$ cat config.mk
export PLATFORM = sky130hd
export DESIGN_NAME = uebc_top
export DESIGN_NICKNAME = d
export VERILOG_FILES = /design/src/hdl/uebc_pkg.sv /design/src/hdl/uebc_top.sv /design/src/hdl/uebc_ep_ctrl.sv
export VERILOG_INCLUDE_DIRS = /design/src /design/src/hdl
export SDC_FILE = /design/constraint.sdc
export NUM_CORES = 1
export LEC_CHECK = 0
export ABC_AREA = 1
export BUFFER_PORTS_ARGS = -buffer_cell sky130_fd_sc_hd__buf_2
export CAP_MARGIN = 15
export CORE_ASPECT_RATIO = 1.75
export CORE_MARGIN = 2
export CORE_UTILIZATION = 41
export DETAILED_ROUTE_END_ITERATION = 10
export HOLD_SLACK_MARGIN = 0.08
export PLACE_DENSITY = 0.6
export SLEW_MARGIN = 10
export SYNTH_ARGS = -nofsm -noshare
export SYNTH_HDL_FRONTEND = slang
export SYNTH_SLANG_ARGS = --single-unit
export TNS_END_PERCENT = 100
$ cat constraint.sdc
create_clock -name sys_clk_i -period 4.25 [get_ports sys_clk_i]
set_clock_uncertainty 0.2 [all_clocks]
set_input_delay 0.425 -clock sys_clk_i [delete_from_list [all_inputs] [get_ports sys_clk_i]]
set_output_delay 0.425 -clock sys_clk_i [all_outputs]
set_load 0.02 [all_outputs]
$ cat src/hdl/uebc_regs.svh
`ifndef UEBC_REGS_SVH
`define UEBC_REGS_SVH

// Register offsets on the 8-bit register port.
`define UEBC_MISC_OFS      8'hBD
`define UEBC_EP_BASE_OFS   8'h10
`define UEBC_INT_STAT_OFS  8'h20
`define UEBC_INT_MASK_OFS  8'h21
`define UEBC_OSC_TRIM_OFS  8'h22
`define UEBC_OSC_TRIM2_OFS 8'h23
`define UEBC_IO_CTRL1_OFS  8'h24

// Endpoint control field positions.
`define UEBC_EP_STALL_BIT  7
`define UEBC_EP_NAKEN_BIT  5
`define UEBC_EP_ACKED_BIT  4
`define UEBC_EP_MODE_MSB   3
`define UEBC_EP_MODE_LSB   0

// Miscellaneous control field positions.
`define UEBC_MISC_SEEN_BIT  2
`define UEBC_MISC_BOOST_BIT 1
`define UEBC_MISC_CLKON_BIT 0

// Reset values.
`define UEBC_EP_RST        8'h00
`define UEBC_MISC_RST      3'h0
`define UEBC_TRIM_RST      8'h00
`define UEBC_INT_RST       8'h00

`endif

$ cat src/hdl/uebc_pkg.sv
package uebc_pkg;

    // Endpoint mode field encodings.
    typedef enum logic [3:0] {
        UEBC_MODE_DISABLE = 4'h0,
        UEBC_MODE_NAK_OUT = 4'h1,
        UEBC_MODE_ACK_OUT = 4'h2,
        UEBC_MODE_NAK_IN  = 4'h3,
        UEBC_MODE_ACK_IN  = 4'h4
    } uebc_mode_t;

    // Handshake answer given to the serial interface engine.
    typedef enum logic [1:0] {
        UEBC_HS_ACK   = 2'h0,
        UEBC_HS_NAK   = 2'h1,
        UEBC_HS_STALL = 2'h2
    } uebc_hs_t;

endpackage : uebc_pkg

$ cat src/hdl/uebc_top.sv
// Operation
// - Stall bit in ack-OUT mode stalls OUT packets.
// - Stall bit in ack-IN mode stalls IN packets.
// - NAK-interrupt enable also raises NAK interrupts.
// - ACKed transaction sets the acked flag.
// - Mode steers engine; hardware updates mode.
// - Disabled single-ended outputs: D+/D- high, SE0 low.
// - Enabled single-ended outputs follow the bus.
// - Disabled: line-state bits read as ones.
// - Boost bit selects oscillator DAC accuracy mode.
// - Clock gate off: clocks low, no response.
// - Clock gate off: writes ignored except trim/misc.
// - Clock gate on: clocks run, normal response.
`timescale 1ns/10ps
`include "uebc_regs.svh"

module uebc_top
    import uebc_pkg::*;
#(
    parameter int NUM_EP = 8,
    parameter int EP_W   = 3
) (
    // Clock and reset
    input  wire logic            sys_clk_i,
    input  wire logic            sys_rst_i,
    // Register port
    input  wire logic [7:0]      reg_addr_i,
    input  wire logic [7:0]      reg_wdata_i,
    input  wire logic            reg_wr_i,
    input  wire logic            reg_rd_i,
    output logic      [7:0]      reg_rdata_o,
    // Token from the serial interface engine
    input  wire logic            sie_tok_valid_i,
    input  wire logic [EP_W-1:0] sie_tok_ep_i,
    input  wire logic            sie_tok_in_i,
    // Transaction completion from the serial interface engine
    input  wire logic            sie_done_valid_i,
    input  wire logic [EP_W-1:0] sie_done_ep_i,
    input  wire logic            sie_done_ack_i,
    input  wire logic            sie_done_nak_i,
    // Handshake answer to the serial interface engine
    output logic                 sie_hs_valid_o,
    output logic      [1:0]      sie_hs_code_o,
    // Pad cell
    input  wire logic            usb_dp_i,
    input  wire logic            usb_dm_i,
    output logic                 dplus_out_level_o,
    output logic                 dminus_out_level_o,
    output logic                 se0_receive_out_o,
    // Clock gate, oscillator control and interrupt
    output logic                 usb_clk_en_o,
    output logic                 osc_accuracy_boost_o,
    output logic      [7:0]      osc_trim_o,
    output logic      [7:0]      osc_trim_two_o,
    output logic                 irq_o
);

    // Synchronised pad levels.
    logic dp_meta_q;
    logic dp_sync_q;
    logic dm_meta_q;
    logic dm_sync_q;

    always_ff @(posedge sys_clk_i) begin
        if (sys_rst_i) begin
            dp_meta_q <= 1'b1;
            dp_sync_q <= 1'b1;
            dm_meta_q <= 1'b0;
            dm_sync_q <= 1'b0;
        end else begin
            dp_meta_q <= usb_dp_i;
            dp_sync_q <= dp_meta_q;
            dm_meta_q <= usb_dm_i;
            dm_sync_q <= dm_meta_q;
        end
    end

    // Miscellaneous control, trim and interrupt registers.
    logic [2:0] misc_q;
    logic [2:0] misc_d;
    logic [7:0] trim_q;
    logic [7:0] trim_d;
    logic [7:0] trim2_q;
    logic [7:0] trim2_d;
    logic [7:0] int_stat_q;
    logic [7:0] int_stat_d;
    logic [7:0] int_mask_q;
    logic [7:0] int_mask_d;
    logic       clk_on;
    logic       se_en;
    logic       usb_wr;
    logic [7:0] ep_events;

    assign clk_on = misc_q[`UEBC_MISC_CLKON_BIT];
    assign se_en  = misc_q[`UEBC_MISC_SEEN_BIT];
    // Registers of the USB block only take writes while its clocks run.
    assign usb_wr = reg_wr_i && clk_on;

    always_comb begin
        misc_d     = misc_q;
        trim_d     = trim_q;
        trim2_d    = trim2_q;
        int_mask_d = int_mask_q;
        int_stat_d = int_stat_q;
        if (reg_wr_i && reg_addr_i == `UEBC_MISC_OFS) begin
            misc_d = reg_wdata_i[2:0];
        end
        // The oscillator trims stay writable so the part can be tuned while gated.
        if (reg_wr_i && reg_addr_i == `UEBC_OSC_TRIM_OFS) begin
            trim_d = reg_wdata_i;
        end
        if (reg_wr_i && reg_addr_i == `UEBC_OSC_TRIM2_OFS) begin
            trim2_d = reg_wdata_i;
        end
        if (usb_wr && reg_addr_i == `UEBC_INT_MASK_OFS) begin
            int_mask_d = reg_wdata_i;
        end
        if (usb_wr && reg_addr_i == `UEBC_INT_STAT_OFS) begin
            int_stat_d = int_stat_q & ~reg_wdata_i;
        end
        // A new event in the clearing cycle survives the clear.
        int_stat_d = int_stat_d | ep_events;
    end

    always_ff @(posedge sys_clk_i) begin
        if (sys_rst_i) begin
            misc_q     <= `UEBC_MISC_RST;
            trim_q     <= `UEBC_TRIM_RST;
            trim2_q    <= `UEBC_TRIM_RST;
            int_stat_q <= `UEBC_INT_RST;
            int_mask_q <= `UEBC_INT_RST;
        end else begin
            misc_q     <= misc_d;
            trim_q     <= trim_d;
            trim2_q    <= trim2_d;
            int_stat_q <= int_stat_d;
            int_mask_q <= int_mask_d;
        end
    end

    // Endpoint control registers, one instance per endpoint.
    logic [7:0] ep_ctrl [NUM_EP];
    logic [7:0] ep_rd_hit;
    logic       done_en;

    // Traffic is ignored entirely while the block clocks are stopped.
    assign done_en = sie_done_valid_i && clk_on;

    for (genvar i = 0; i < 8; i++) begin : g_ep
        if (i < NUM_EP) begin : g_on
            logic sel;
            assign sel = reg_addr_i == 8'(`UEBC_EP_BASE_OFS + i);
            assign ep_rd_hit[i] = reg_rd_i && sel;
            uebc_ep_ctrl u_ep (
                .sys_clk_i (sys_clk_i),
                .sys_rst_i (sys_rst_i),
                .wr_i      (usb_wr && sel),
                .rd_i      (reg_rd_i && sel),
                .wdata_i   (reg_wdata_i),
                .done_i    (done_en && sie_done_ep_i == EP_W'(i)),
                .ack_i     (sie_done_ack_i),
                .nak_i     (sie_done_nak_i),
                .ctrl_o    (ep_ctrl[i]),
                .event_o   (ep_events[i])
            );
        end else begin : g_off
            assign ep_rd_hit[i] = 1'b0;
            assign ep_events[i] = 1'b0;
        end
    end

    // Handshake decision.
    logic       hs_valid_q;
    logic       hs_valid_d;
    logic [1:0] hs_code_q;
    logic [1:0] hs_code_d;
    logic [7:0] tok_ctrl;
    logic       tok_stall;

    assign tok_ctrl  = ep_ctrl[sie_tok_ep_i];
    assign tok_stall = tok_ctrl[`UEBC_EP_STALL_BIT];

    always_comb begin
        hs_valid_d = 1'b0;
        hs_code_d  = UEBC_HS_NAK;
        // Stall is only consulted in the two ack modes.
        if (sie_tok_valid_i && clk_on) begin
            case (tok_ctrl[`UEBC_EP_MODE_MSB:`UEBC_EP_MODE_LSB])
                UEBC_MODE_ACK_OUT: begin
                    hs_valid_d = !sie_tok_in_i;
                    hs_code_d  = tok_stall ? UEBC_HS_STALL : UEBC_HS_ACK;
                end
                UEBC_MODE_ACK_IN: begin
                    hs_valid_d = sie_tok_in_i;
                    hs_code_d  = tok_stall ? UEBC_HS_STALL : UEBC_HS_ACK;
                end
                UEBC_MODE_NAK_OUT: begin
                    hs_valid_d = !sie_tok_in_i;
                    hs_code_d  = UEBC_HS_NAK;
                end
                UEBC_MODE_NAK_IN: begin
                    hs_valid_d = sie_tok_in_i;
                    hs_code_d  = UEBC_HS_NAK;
                end
                default: begin
                    hs_valid_d = 1'b0;
                    hs_code_d  = UEBC_HS_NAK;
                end
            endcase
        end
    end

    always_ff @(posedge sys_clk_i) begin
        if (sys_rst_i) begin
            hs_valid_q <= 1'b0;
            hs_code_q  <= 2'h0;
        end else begin
            hs_valid_q <= hs_valid_d;
            hs_code_q  <= hs_code_d;
        end
    end

    // Pad outputs, line state and block-level controls.
    logic       dpo_q;
    logic       dpo_d;
    logic       dmo_q;
    logic       dmo_d;
    logic       se0_q;
    logic       se0_d;
    logic       clk_en_q;
    logic       boost_q;
    logic       irq_q;
    logic       irq_d;
    logic [1:0] line_state;

    always_comb begin
        if (se_en) begin
            dpo_d = dp_sync_q;
            dmo_d = dm_sync_q;
            se0_d = !dp_sync_q && !dm_sync_q;
        end else begin
            dpo_d = 1'b1;
            dmo_d = 1'b1;
            se0_d = 1'b0;
        end
        line_state = se_en ? {dp_sync_q, dm_sync_q} : 2'b11;
        irq_d      = |(int_stat_q & int_mask_q);
    end

    always_ff @(posedge sys_clk_i) begin
        if (sys_rst_i) begin
            dpo_q    <= 1'b1;
            dmo_q    <= 1'b1;
            se0_q    <= 1'b0;
            clk_en_q <= 1'b0;
            boost_q  <= 1'b0;
            irq_q    <= 1'b0;
        end else begin
            dpo_q    <= dpo_d;
            dmo_q    <= dmo_d;
            se0_q    <= se0_d;
            clk_en_q <= misc_d[`UEBC_MISC_CLKON_BIT];
            boost_q  <= misc_d[`UEBC_MISC_BOOST_BIT];
            irq_q    <= irq_d;
        end
    end

    // Read data, valid only in the cycle after the read strobe.
    logic [7:0] rdata_q;
    logic [7:0] rdata_d;

    always_comb begin
        rdata_d = 8'h00;
        if (reg_rd_i) begin
            case (reg_addr_i)
                `UEBC_MISC_OFS:      rdata_d = {5'h00, misc_q};
                `UEBC_INT_STAT_OFS:  rdata_d = int_stat_q;
                `UEBC_INT_MASK_OFS:  rdata_d = int_mask_q;
                `UEBC_OSC_TRIM_OFS:  rdata_d = trim_q;
                `UEBC_OSC_TRIM2_OFS: rdata_d = trim2_q;
                `UEBC_IO_CTRL1_OFS:  rdata_d = {6'h00, line_state};
                default: begin
                    rdata_d = 8'h00;
                    for (int k = 0; k < NUM_EP; k++) begin
                        if (ep_rd_hit[k]) begin
                            rdata_d = ep_ctrl[k];
                        end
                    end
                end
            endcase
        end
    end

    always_ff @(posedge sys_clk_i) begin
        if (sys_rst_i) begin
            rdata_q <= 8'h00;
        end else begin
            rdata_q <= rdata_d;
        end
    end

    assign reg_rdata_o          = rdata_q;
    assign sie_hs_valid_o       = hs_valid_q;
    assign sie_hs_code_o        = hs_code_q;
    assign dplus_out_level_o    = dpo_q;
    assign dminus_out_level_o   = dmo_q;
    assign se0_receive_out_o    = se0_q;
    assign usb_clk_en_o         = clk_en_q;
    assign osc_accuracy_boost_o = boost_q;
    assign osc_trim_o           = trim_q;
    assign osc_trim_two_o       = trim2_q;
    assign irq_o                = irq_q;

endmodule : uebc_top

$ cat src/hdl/uebc_ep_ctrl.sv
`timescale 1ns/10ps
`include "uebc_regs.svh"

module uebc_ep_ctrl
    import uebc_pkg::*;
(
    // Clock and reset
    input  wire logic       sys_clk_i,
    input  wire logic       sys_rst_i,
    // Register access
    input  wire logic       wr_i,
    input  wire logic       rd_i,
    input  wire logic [7:0] wdata_i,
    // Transaction completion from the serial interface engine
    input  wire logic       done_i,
    input  wire logic       ack_i,
    input  wire logic       nak_i,
    // State
    output logic      [7:0] ctrl_o,
    output logic            event_o
);

    logic       stall_q;
    logic       stall_d;
    logic       naken_q;
    logic       naken_d;
    logic       acked_q;
    logic       acked_d;
    logic [3:0] mode_q;
    logic [3:0] mode_d;

    localparam logic [7:0] EP_RST_VAL = `UEBC_EP_RST;

    always_comb begin
        stall_d = stall_q;
        naken_d = naken_q;
        acked_d = acked_q;
        mode_d  = mode_q;
        if (done_i && ack_i) begin
            // An acknowledged packet arms the endpoint to NAK until software re-arms it.
            case (mode_q)
                UEBC_MODE_ACK_OUT: mode_d = UEBC_MODE_NAK_OUT;
                UEBC_MODE_ACK_IN:  mode_d = UEBC_MODE_NAK_IN;
                default:           mode_d = mode_q;
            endcase
        end
        if (wr_i) begin
            // Bit 6 is reserved and the acked flag is not writable.
            stall_d = wdata_i[`UEBC_EP_STALL_BIT];
            naken_d = wdata_i[`UEBC_EP_NAKEN_BIT];
            mode_d  = wdata_i[`UEBC_EP_MODE_MSB:`UEBC_EP_MODE_LSB];
        end
        if (rd_i) begin
            acked_d = 1'b0;
        end
        if (done_i && ack_i) begin
            acked_d = 1'b1;
        end
    end

    always_ff @(posedge sys_clk_i) begin
        if (sys_rst_i) begin
            stall_q <= EP_RST_VAL[`UEBC_EP_STALL_BIT];
            naken_q <= 1'b0;
            acked_q <= 1'b0;
            mode_q  <= 4'h0;
        end else begin
            stall_q <= stall_d;
            naken_q <= naken_d;
            acked_q <= acked_d;
            mode_q  <= mode_d;
        end
    end

    assign ctrl_o  = {stall_q, 1'b0, naken_q, acked_q, mode_q};
    assign event_o = done_i && (ack_i || (nak_i && naken_q));

endmodule : uebc_ep_ctrl

## After elaboration in Yosys (flattened, before gate mapping)

Cells that the tools add are included.

- Register bits after elaboration: 112
- Bits of input ports: 33
- Output and inout bits: 33
- Word-level logic and storage cells: 271

- $lt $le $gt $ge: 1
- Equality and inequality tests: 41
- Muxes and demuxes: 59
- Bitwise logic cells: 9
- Reduce and logical (&&, ||, !) cells: 109

Operators by type and width:

| cell | number |
|---|---|
| 2-to-1 mux 8 bit | 11 |
| equality test 8 x 5 -> 1 bit (second input constant) | 8 |
| 2-to-1 mux 4 bit | 16 |
| one-hot mux 4 bit (2 select lines) | 8 |
| logical AND 1 bit | 57 |
| one-hot mux 8 bit (6 select lines) | 1 |
| equality test 4 x 2 -> 1 bit (second input constant) | 10 |
| equality test 8 x 6 -> 1 bit (second input constant) | 5 |
| equality test 4 x 3 -> 1 bit (second input constant) | 9 |
| nonzero test 2 bit | 16 |
| binary-select mux 8 bit (select 3 bit) | 1 |
| nonzero test 3 bit | 8 |
| 2-to-1 mux 1 bit | 18 |
| AND 8 bit | 2 |
| AND reduction 2 bit | 8 |
| equality test 3 bit (second input constant) | 4 |
| OR reduction 2 bit | 6 |
| equality test 8 bit (second input constant) | 1 |
| logical OR 1 bit | 8 |
| NOT 8 bit | 1 |
| bitwise OR 8 bit | 1 |
| OR reduction 8 bit | 1 |
| equality test 3 x 2 -> 1 bit (second input constant) | 2 |
| 2-to-1 mux 2 bit | 3 |
| other kinds (9) | 14 |

## Longest topological paths before layout

Gate-level depths: netlist of run 1.

- Depth after elaboration: 11
- Depth in mapped cells: 12
- Mapped depth without buffers: 12

## Modules after synthesis

Synthesis of run 1 repeated with hierarchy kept, for this count alone.

- Cell total of the unflattened synthesis: 1016
- Area total of the unflattened synthesis: 6456.2 um^2

By module, submodules not included:

| module | instances | cells an instance | area each (um^2) | sequential area each (um^2) |
|---|---|---|---|---|
| uebc_top | 1 | 552 | 3563.4 | 1081.0 |
| uebc_ep_ctrl | 8 | 58 | 361.6 | 140.1 |

## Worst setup path after synthesis of run 1

Ideal clock, no wire load.

- Path kind: input -> register
- Start point: input port reg_wr_i
- End point: register g_ep[3].g_on.u_ep.mode_q[1]
- Library setup time: 80 ps
- Data arrival time: 1432 ps
- Required time: 3970 ps
- Slack: 2538 ps
- Stages: 9
- Path buffers: 1
- Cells stage by stage: buf_4 nand2_4 inv_4 nand2_2 inv_2 or2_1 inv_2 nor2_1 a211oi_2

- Cells in the longest elaborated chain, start to end: 4
- Elaborated cells on any way between the ends: 6
- Those cells by class: mux (1); reduce/logical (5)

RTL lines:

| element | RTL line | text |
|---|---|---|
| from (decl) | uebc_top.sv:29 | `input wire logic reg_wr_i,` |
| logical AND 1 bit * | uebc_top.sv:97 | `assign usb_wr = reg_wr_i && clk_on;` |
| logical AND 1 bit * | uebc_top.sv:157 | `.wr_i (usb_wr && sel),` |
| nonzero test 3 bit (no line) / nonzero test 2 bit (equally long branches) | - |  |
| AND reduction 2 bit (no line) | - |  |
| to (signal assigned) | uebc_ep_ctrl.sv:71 | `mode_q <= mode_d;` |
| to (decl) | uebc_ep_ctrl.sv:29 | `logic [3:0] mode_q;` |

Mark *: on every way between the ends. The rest lies on a longest branch, timed or not.
A chain may end at the register's enable or synchronous reset.

## Final worst setup path of run 1

- Start point: input port reg_addr_i[6]
- End point: register rdata_q[1], in the netlist reg_rdata_o[1]

- Cells in the longest elaborated chain, start to end: 11
- Elaborated cells on any way between the ends: 31
- Those cells by class: eq/ne (14); mux (9); reduce/logical (8)

RTL lines:

| element | RTL line | text |
|---|---|---|
| from (decl) | uebc_top.sv:27 | `input wire logic [7:0] reg_addr_i,` |
| equality test 8 x 5 -> 1 bit | uebc_top.sv:152 | `` assign sel = reg_addr_i == 8'(`UEBC_EP_BASE_OFS + i); `` |
| logical AND 1 bit | uebc_top.sv:153 | `assign ep_rd_hit[i] = reg_rd_i && sel;` |
| 2-to-1 mux 8 bit (8 in series) | uebc_top.sv:285 | `if (ep_rd_hit[k]) begin` |
| one-hot mux 8 bit (6 select lines) * | uebc_top.sv:275 | `case (reg_addr_i)` |
| to (signal assigned) | uebc_top.sv:298 | `rdata_q <= rdata_d;` |
| to (decl) | uebc_top.sv:269 | `logic [7:0] rdata_q;` |

Marked as above.

==> reports/metrics.cfg, run 1 <==
[run_status]
status=finished, final reports clean

[setup_path]
path_common_cell=nor2_1
cp_cell_sequence=buf_2 > nor2_1 > nand3_1 > nor2_1 > nand2_1 > nand4_1 > nor2_1 > nand4_1 > nand2_1 > inv_1
worstPathArrival_ps=2260
crit_fanout=14
cp_top_family=simple AND/OR/NAND/NOR gates
startpoint_type=primary input
slowest_stage=nor2_1
crit_path_end_kind=flip-flop
critPathBufInv=2
worstPathRequired_ps=4360
crit_type=in -> reg
slowest_delay_ps=690

[sta]
period_share_pct=50.5
rsz0062_at_grt=false
tightestPinTransition_ps=850
timing.fmax_ghz=0.466
finalMaxSlewViolations=0
hold_viol=0
post-route-min-period_ps=2150
final.setup.tns_ps=0
timing.slew.headroom_pct=43.1
postLayoutSetupSlackWorst_ps=2100
setup_viol=0

[clocking]
insertion_delay_ps=360
clockBufferDepth=2
cts_buffers=9
cts_tree=done
numClockSinks=110
clkTransAtPathRegs_ps=80
postCtsSetupBuffers=0
clockRootBuffer=clkbuf_16
htreeDepth=3

[route]
drtIter0Drc=425
routed_wl_um=19700
wl_met2_um=10200
drcViolationCount=0
vias=6018
firstDrtPassIters=5
detail-route-antenna-nets=0
via_per_inst=5.48
wl_per_cell_um=17.9
wl_met1_um=7520
wl_met3_um=853
top_layer_used=met4

[synthesis]
ys_warn_count=0
synthCells=865
yosysSeqAreaShare_pct=38.1
yosysUniqueCellTypes=38
syn_area_um2=5780
syn_avg_cell_area_um2=6.68
syn-num-nets=898
ys_ff_latch=110

[global_route]
antenna_found_initial=0
gr-total-overflow=0
grt_max_degree=39
grt_pass1_vias=5689
grt_use_total_pct=26.4
grt_pass1_wl_um=30500

[die]
die_h_um=161
rows=57
coreArea_um2=13800
die_w_um=93.8
start_util_pct=41.8
io_pins=66
dieArea_um2=15100

[placed_design]
port_buffers=65
place_congestion=0.906
dp_slack_ps=1770
dp_hpwl_um=14900

[pwr]
leakagePower_nw=2.59
ir_worst_vdd_mv=0.182
power_density_nw_per_um2=315

[worst_hold_path]
hp-class=in -> reg

[layout]
antenna_cells=0
seq_area_um2=2200
multi_input_area_um2=2990
area_growth_pct=12.9
fillerInstances=1489
drive_gt1_share_pct=15.3
final_nets=949

[run]
drv_cap=0

## stage by stage
step	cell area (um2)	utilization, %	instances	power (mW)	hold WS [ps]
3_3_place_gp	6200	44.8	1080	1.20	190
4_1_cts	6520	47.1	1098	2.06	145
3_5_place_dp	6200	44.8	1080	1.20	199
6_report	6520	47.1	1098	2.05	148
2_1_floorplan	5780	-	865	1.15	188
5_1_grt	6520	47.1	1098	2.12	176
## logic make-up after synthesis
group | after synthesis | share of synthesized area (%)
compound gates | 232 | 21.8
simple gates | 376 | 30.0
buf+inv | 147 | 10.2
flops | 110 | 38.1
## synth_stat cells (all sizes together)
cell	n	area (um2)
a211oi	1	12.5
a21oi	117	586
a221oi	5	56.3
a22o	1	8.76
and2	1	6.26
buf	12	77.6
clkbuf	17	65.1
clkinv	1	3.75
dfxtp	110	2200
inv	117	442
nand2	207	820
nand3	68	345
nand4	21	131
nor2	70	379
nor3	5	25.0
nor4	1	6.26
o2111ai	2	17.5
o211ai	11	82.6
o21ai	88	444
o221ai	2	17.5
o22ai	4	25.0
o31ai	1	7.51
or2	3	18.8
## flip-flops by register name, indices dropped and copies added, names as in the netlist, 2 cells and up
signal / flops
osc_trim_o: 8
osc_trim_two_o: 8
g_ep.g_on.u_ep.stall_q: 8
misc_q: 3
g_ep.g_on.u_ep.naken_q: 8
g_ep.g_on.u_ep.acked_q: 8
g_ep.g_on.u_ep.mode_q: 32
int_stat_q: 8
sie_hs_code_o: 2
reg_rdata_o: 8
int_mask_q: 8
## cell usage in the layout, fill, tap and decap left out, types with 4 or more instances in the layout
cell / n
nor3_1: 5
dfxtp_1: 110
nand4_1: 21
nor2_4: 11
clkbuf_16: 9
nor2_1: 51
o21ai_0: 66
nand2_2: 8
o21ai_1: 21
nand2_1: 196
o211ai_1: 11
nand3_1: 67
nor2_2: 7
inv_1: 96
buf_2: 65
a21oi_1: 117
inv_2: 20
o22ai_1: 4
## worst min-delay path, cell delays in order
cell and delay (ps):
buf_2 130, nand2_1 60, a21oi_1 50
## final timing paths
path	cells past startpoint	slack [ps]	end	start
worst min register to register	2	210	dm_sync_q	dm_meta_q
worst min-delay path	3	150	osc_trim_o[6]	reg_wdata_i[6]
worst max-delay path	10	2100	reg_rdata_o[1]	reg_addr_i[6]
worst max register to register	6	2160	g_ep[6].g_on.u_ep.mode_q[1]	misc_q[0]
## where the power goes
part	total, mW	internal [mW]	switching, mW
logic	0.149	0.0362	0.113
clock network	0.871	0.420	0.452
registers	1.03	1.03	0.000856
## metal layers
| layer | vias up | track usage [%] |
|---|---|---|
| met1 | 2798 | 30.3 |
| met4 | 0 | 13.6 |
| met2 | 205 | 46.8 |
| li1 | 2967 | - |
| met3 | 48 | 3.50 |
| met5 | - | 0 |
## layout make-up
type	count	area share [%]
sequential	110	33.8
clock buffer	9	3.45
multi-input combinational	608	45.8
tap	177	3.40
clock inverter	7	1.21
inverter	118	6.83
timing repair buffer	69	5.52
## what timing repair did
action,CTS,global route
resized for setup,0,0
endpoints found under the hold margin,2,0
hold buffers,2,0
Note: power is estimated with default switching activity, not from simulation.
==> run 2, diff against run 1 <==
--- a/config.mk
+++ b/config.mk
@@ -14,7 +14,7 @@
 export CORE_UTILIZATION = 41
 export DETAILED_ROUTE_END_ITERATION = 10
 export HOLD_SLACK_MARGIN = 0.08
-export PLACE_DENSITY = 0.6
+export PLACE_DENSITY = 0.63
 export SLEW_MARGIN = 10
 export SYNTH_ARGS = -nofsm -noshare
 export SYNTH_HDL_FRONTEND = slang
==> constraint.sdc (replaced) <==
create_clock -name sys_clk_i -period 1.8 [get_ports sys_clk_i]
set_clock_uncertainty 0.2 [all_clocks]
set_input_delay 0.18 -clock sys_clk_i [delete_from_list [all_inputs] [get_ports sys_clk_i]]
set_output_delay 0.18 -clock sys_clk_i [all_outputs]
set_load 0.02 [all_outputs]
==> run 2 against run 1 <==
Cell area increased by 9.0%. Die area unchanged. Largest cell class unchanged. Via count is 5.1% higher. Non-clock buffer count grew 66. Highest routed layer unchanged. Clock power increased by 130%. Count of clock-buffer cells in the layout unchanged. Hold slack lost 49 ps. Sequential share of layout area decreased by 2.7 points. Sequential power is 140% higher. Flip-flop and latch count unchanged.
==> reports/metrics.cfg, run 2 (synthesis results as in run 1) <==
[clocking]
cts_buffers=9
clockRootBuffer=clkbuf_16
htreeDepth=3
postCtsSetupBuffers=0
clockBufferDepth=2
cts_tree=done
clkTransAtPathRegs_ps=80
insertion_delay_ps=360
numClockSinks=110

[route]
detail-route-antenna-nets=0
routed_wl_um=20200
firstDrtPassIters=6
drtIter0Drc=429
wl_per_cell_um=17.4
drcViolationCount=0
vias=6323
via_per_inst=5.43

[sta]
tightestPinTransition_ps=462
rsz0062_at_grt=false
timing.fmax_ghz=0.583
post-route-min-period_ps=1710
final.setup.tns_ps=0
holdWs_ps=99.7
hold_viol=0
finalMaxSlewViolations=0
postLayoutSetupSlackWorst_ps=85.3
timing.slew.headroom_pct=69.1
period_share_pct=95.3
setup_viol=0

[pwr]
p_comb_share_pct=8.4
swShare_pct=27.3
net-switching-power_mw=1.33
p_int_mw=3.54
ir_worst_vdd_mv=0.432
leakagePower_nw=2.92
clkPwrFrac_pct=41.5
seq_power_share_pct=50.0
power_density_nw_per_um2=685
finalPower_mw=4.87

[setup_path]
worstPathRequired_ps=1860
crit_path_end_kind=flip-flop
crit_fanout=4
crit_type=in -> reg
startpoint_type=primary input
worstPathArrival_ps=1770

[die]
die_w_um=93.8
start_util_pct=41.8
io_pins=66
coreArea_um2=13800
dieArea_um2=15100
die_h_um=161
rows=57

[global_route]
grt_pass1_vias=6023
grt_use_total_pct=26.7
antenna_found_initial=0
grt_max_degree=39
grt_pass1_wl_um=30800
gr-total-overflow=0

[layout]
layout_common_cells=196 x nand2_1, 116 x a21oi_1, 108 x dfxtp_1
stdcell_count=1164
largest_reg_flops=32
regMostFlops=g_ep.g_on.u_ep.mode_q
drive_gt1_share_pct=20.3
area_growth_pct=23.1
fin_util_pct=51.4
layout_commonest_cell=nand2_1
final_nets=1015
antenna_cells=0
fin_area_um2=7110

[placed_design]
dpl.cell_count=1133
dp_hpwl_um=15500
dp_slack_ps=-16.1
placed_cell_area_um2=6650
port_buffers=65
place_congestion=0.923

[worst_hold_path]
hp-class=in -> reg

[run_status]
status=finished, final reports clean

[run]
drv_cap=0

-- run 2: area by class of cell --
cell class / count / area (um2)
multi-input cells: 608 / 3010
fillers: 1432 / 6720
clock inverters: 7 / 66.3
clock buffers: 9 / 225
inverters: 118 / 445
repair buffers: 135 / 938
well taps: 177 / 221
flip-flops and latches: 110 / 2210
-- run 2: power groups by stage --
| stage | sequential, mW | clock [mW] | combinational [mW] |
|---|---|---|---|
| after CTS | 2.44 | 2.04 | 0.400 |
| after floorplan | 2.50 | 0 | 0.207 |
| after global routing | 2.44 | 2.13 | 0.437 |
| final | 2.44 | 2.02 | 0.410 |
| after global placement | 2.50 | 0 | 0.375 |
| after detailed placement | 2.50 | 0 | 0.374 |
-- run 2: final timing paths --
path / start / endpoint / slack (ps) / cells after the start
max: sie_done_ep_i[0] / g_ep[2].g_on.u_ep.mode_q[0] / 90 / 11
min: sie_tok_ep_i[2] / sie_hs_code_o[1] / 100 / 4
max reg2reg: misc_q[0] / g_ep[3].g_on.u_ep.mode_q[1] / 100 / 9
min reg2reg: dm_meta_q / dm_sync_q / 200 / 2
-- run 2: critical path, cell delays in order --
cell,delay (ps)
dlygate4sd3_1,520
buf_2,140
inv_1,60
nand2_1,70
inv_1,100
nand3_1,190
a21oi_1,60
nor2_1,220
nand2_1,80
o211ai_1,80
inv_1,60
-- run 2: metal layers --
metal	routed length [um]	global-route usage, %	share of wire [%]	vias to the layer above
met3	945	3.54	4.7	75
met5	0	0	0	-
li1	-	-	-	3094
met1	7340	27.9	36	2903
met4	1400	19.4	6.9	0
met2	10600	47.5	52	251
-- run 2: timing repair --
action	CTS	global route
resized for setup	0	7
endpoints found under the setup margin	0	23
hold buffers	15	0
endpoints found under the hold margin	31	0
==> run 3, diff against run 2 <==
--- a/config.mk
+++ b/config.mk
@@ -14,9 +14,9 @@
 export CORE_UTILIZATION = 41
 export DETAILED_ROUTE_END_ITERATION = 10
 export HOLD_SLACK_MARGIN = 0.08
-export PLACE_DENSITY = 0.63
-export SLEW_MARGIN = 10
+export PLACE_DENSITY = 0.62
 export SYNTH_ARGS = -nofsm -noshare
 export SYNTH_HDL_FRONTEND = slang
+export SYNTH_HIERARCHICAL = 1
 export SYNTH_SLANG_ARGS = --single-unit
 export TNS_END_PERCENT = 100
==> run 3 against run 2 <==
Routed wire length rose by 3.3%. Highest routed layer unchanged. Register-to-register slack barely moved. Critical endpoint is now misc_q[1]. Clock power fell by 3%. Largest cell class unchanged.
==> reports/metrics.cfg, run 3 <==
[pwr]
leakagePower_nw=3.60
finalPower_mw=4.84
power_density_nw_per_um2=618
seq_power_share_pct=50.4
clkPwrFrac_pct=40.5
p_comb_share_pct=9.2
p_int_mw=3.55
ir_worst_vdd_mv=0.368
net-switching-power_mw=1.29
swShare_pct=26.7

[layout]
area_growth_pct=21.4
seq_area_um2=2210
antenna_cells=0
final_nets=1173
multi_input_area_um2=3330
fin_util_pct=50.9
regMostFlops=g_ep.g_on.u_ep/mode_q
largest_reg_flops=32
fillerInstances=1583
drive_gt1_share_pct=19.8
layout_commonest_cell=nand2_1
stdcell_count=1330
layout_common_cells=204 x nand2_1, 152 x nor2_1, 150 x inv_1
fin_area_um2=7840

[placed_design]
placed_cell_area_um2=7350
port_buffers=65
dp_slack_ps=-168
place_congestion=0.915
dp_hpwl_um=16200
dpl.cell_count=1299

[route]
detail-route-antenna-nets=0
firstDrtPassIters=5
wl_per_cell_um=15.7
routed_wl_um=20900
vias=6748
via_per_inst=5.07
drtIter0Drc=460
drcViolationCount=0

[synthesis]
synthCells=1016
synthArstFlopShare_pct=0
ys_top_cells_by_count=206 x nand2_1, 159 x nor2_1, 152 x inv_1
synth-edff-count=0
synth_area_leader_cell=dfxtp_1
syn-num-nets=1049
synth.area.top_cells=dfxtp_1 34%, nand2_1 12%, nor2_1 9.2%
yosysSeqAreaShare_pct=34.1
yosysUniqueCellTypes=40
ys_warn_count=6
syn_avg_cell_area_um2=6.35
yosysTopAreaCellShare_pct=34.1
yosysMostFrequentCell=nand2_1
ys_ff_latch=110
ys.flop_type=dfxtp_1
syn_area_um2=6460

[global_route]
grt_use_total_pct=24.7
grt_pass1_wl_um=32300
antenna_found_initial=0
grt_max_degree=26
gr-total-overflow=0
grt_pass1_vias=6326

[setup_path]
crit_type=in -> reg
cp_cell_sequence=buf_2 > inv_1 > nand2_1 > inv_1 > nand4_1 > inv_2 > buf_4 > nand3_1 > dlygate4sd3_1 > a21oi_1
r2r_setup_slack_ps=100
worstPathArrival_ps=1800
slowest_stage=dlygate4sd3_1
crit_path_end_kind=flip-flop
critPathBufInv=6
crit_path_start=reg_addr_i[1]
cp_top_family=buffers and inverters
reg2reg_depth=9
r2r-end=g_ep[1].g_on.u_ep/mode_q[1]
endpoint=misc_q[1]
startpoint_type=primary input
slowest_delay_ps=580
worstPathRequired_ps=1890
timing.rr.start=misc_q[0]
crit_cells=10
path_common_cell=inv_1
crit_fanout=4

[die]
rows=60
die_w_um=98.9
start_util_pct=42.0
io_pins=66
coreArea_um2=15400
dieArea_um2=16800
die_h_um=170

[run_status]
status=finished, final reports clean

[clocking]
clockBufferDepth=2
insertion_delay_ps=350
cts_buffers=9
htreeDepth=3
clkTransAtPathRegs_ps=80
cts_tree=done
clockRootBuffer=clkbuf_16
numClockSinks=110

[sta]
finalMaxSlewViolations=0
final.setup.tns_ps=0
timing.slew.headroom_pct=66.5
tightestPinTransition_ps=502
hold_viol=0
period_share_pct=95.5
setup_viol=0
timing.fmax_ghz=0.582
rsz0062_at_grt=false
postLayoutSetupSlackWorst_ps=80.9
holdWs_ps=94.2
post-route-min-period_ps=1720

[worst_hold_path]
hp-class=in -> reg

[run]
drv_cap=0

## run 3: cell types whose count changed in the layout (fill, tap and decap cells not counted), sizes merged, moves of 4 or more
cell / delta
o22ai: +6
or2: +10
o21ai: -9
o211ai: -4
inv: +47
nand2: +6
a21oi: -34
buf: +29
conb: +8
nand4: +4
nor2: +100
## run 3: cell type report
type,instances,area share [%]
clock buffers,9,2.87
clock inverters,6,0.703
inverters,164,7.89
multi-input cells,691,42.5
flip-flops and latches,110,28.1
well taps,186,2.97
repair buffers,164,14.9
## run 3: power groups by stage
stage               clock (mW)  combinational [mW]  sequential (mW)
floorplan                    0               0.218             2.50
global placement             0               0.406             2.50
detailed placement           0               0.407             2.50
CTS                       1.99               0.432             2.44
global route              2.06               0.481             2.44
finish                    1.96               0.444             2.44
## run 3: logic make-up (layout without fill, tap and decap cells)
family	Yosys count	in the layout	synth area share [%]
AO/OA/AOI/OAI	187	187	15.8
other	8	8	0.465
AND/OR/NAND/NOR	496	496	34.3
flip-flops	110	110	34.1
buffers and inverters	215	343	15.3
## run 3: metal layers
| metal | wire, um | global-route usage [%] | up-vias | part of all wire (%) |
|---|---|---|---|---|
| met2 | 10900 | 45.5 | 194 | 52 |
| met3 | 716 | 2.92 | 67 | 3.4 |
| li1 | - | - | 3436 | - |
| met5 | 0 | 0 | - | 0 |
| met4 | 1360 | 16.4 | 0 | 6.5 |
| met1 | 7970 | 25.8 | 3051 | 38 |
## run 3: what timing repair did
item                                    4_1_cts  5_1_grt
hold endpoints to repair                     30        0
resized for setup                             0       17
buffers inserted                              0        1
hold buffers                                 15        0
endpoints found under the setup margin        0       19
## run 3: how the worst min path moves through the flow
stage	slack [ps]	endpoint	startpoint	cells past startpoint
global placement	170	dp_meta_q	usb_dp_i	2
detailed placement	170	dp_meta_q	usb_dp_i	2
floorplan	50	g_ep[0].g_on.u_ep/acked_q	sys_rst_i	1
global route	110	g_ep[7].g_on.u_ep/stall_q	reg_wdata_i[7]	3
finish	90	g_ep[6].g_on.u_ep/stall_q	reg_wdata_i[7]	3
CTS	80	g_ep[6].g_on.u_ep/stall_q	reg_wdata_i[7]	3
## run 3: worst reg2reg max path: stages, from the launching register on
cell and delay (ps):
dfxtp_4 410, nand3b_1 180, nor2_1 220, nand2_1 150, nor2_1 130, nand2_1 100
nand2_1 90, nand2_1 50, inv_1 40, nor2_1 30
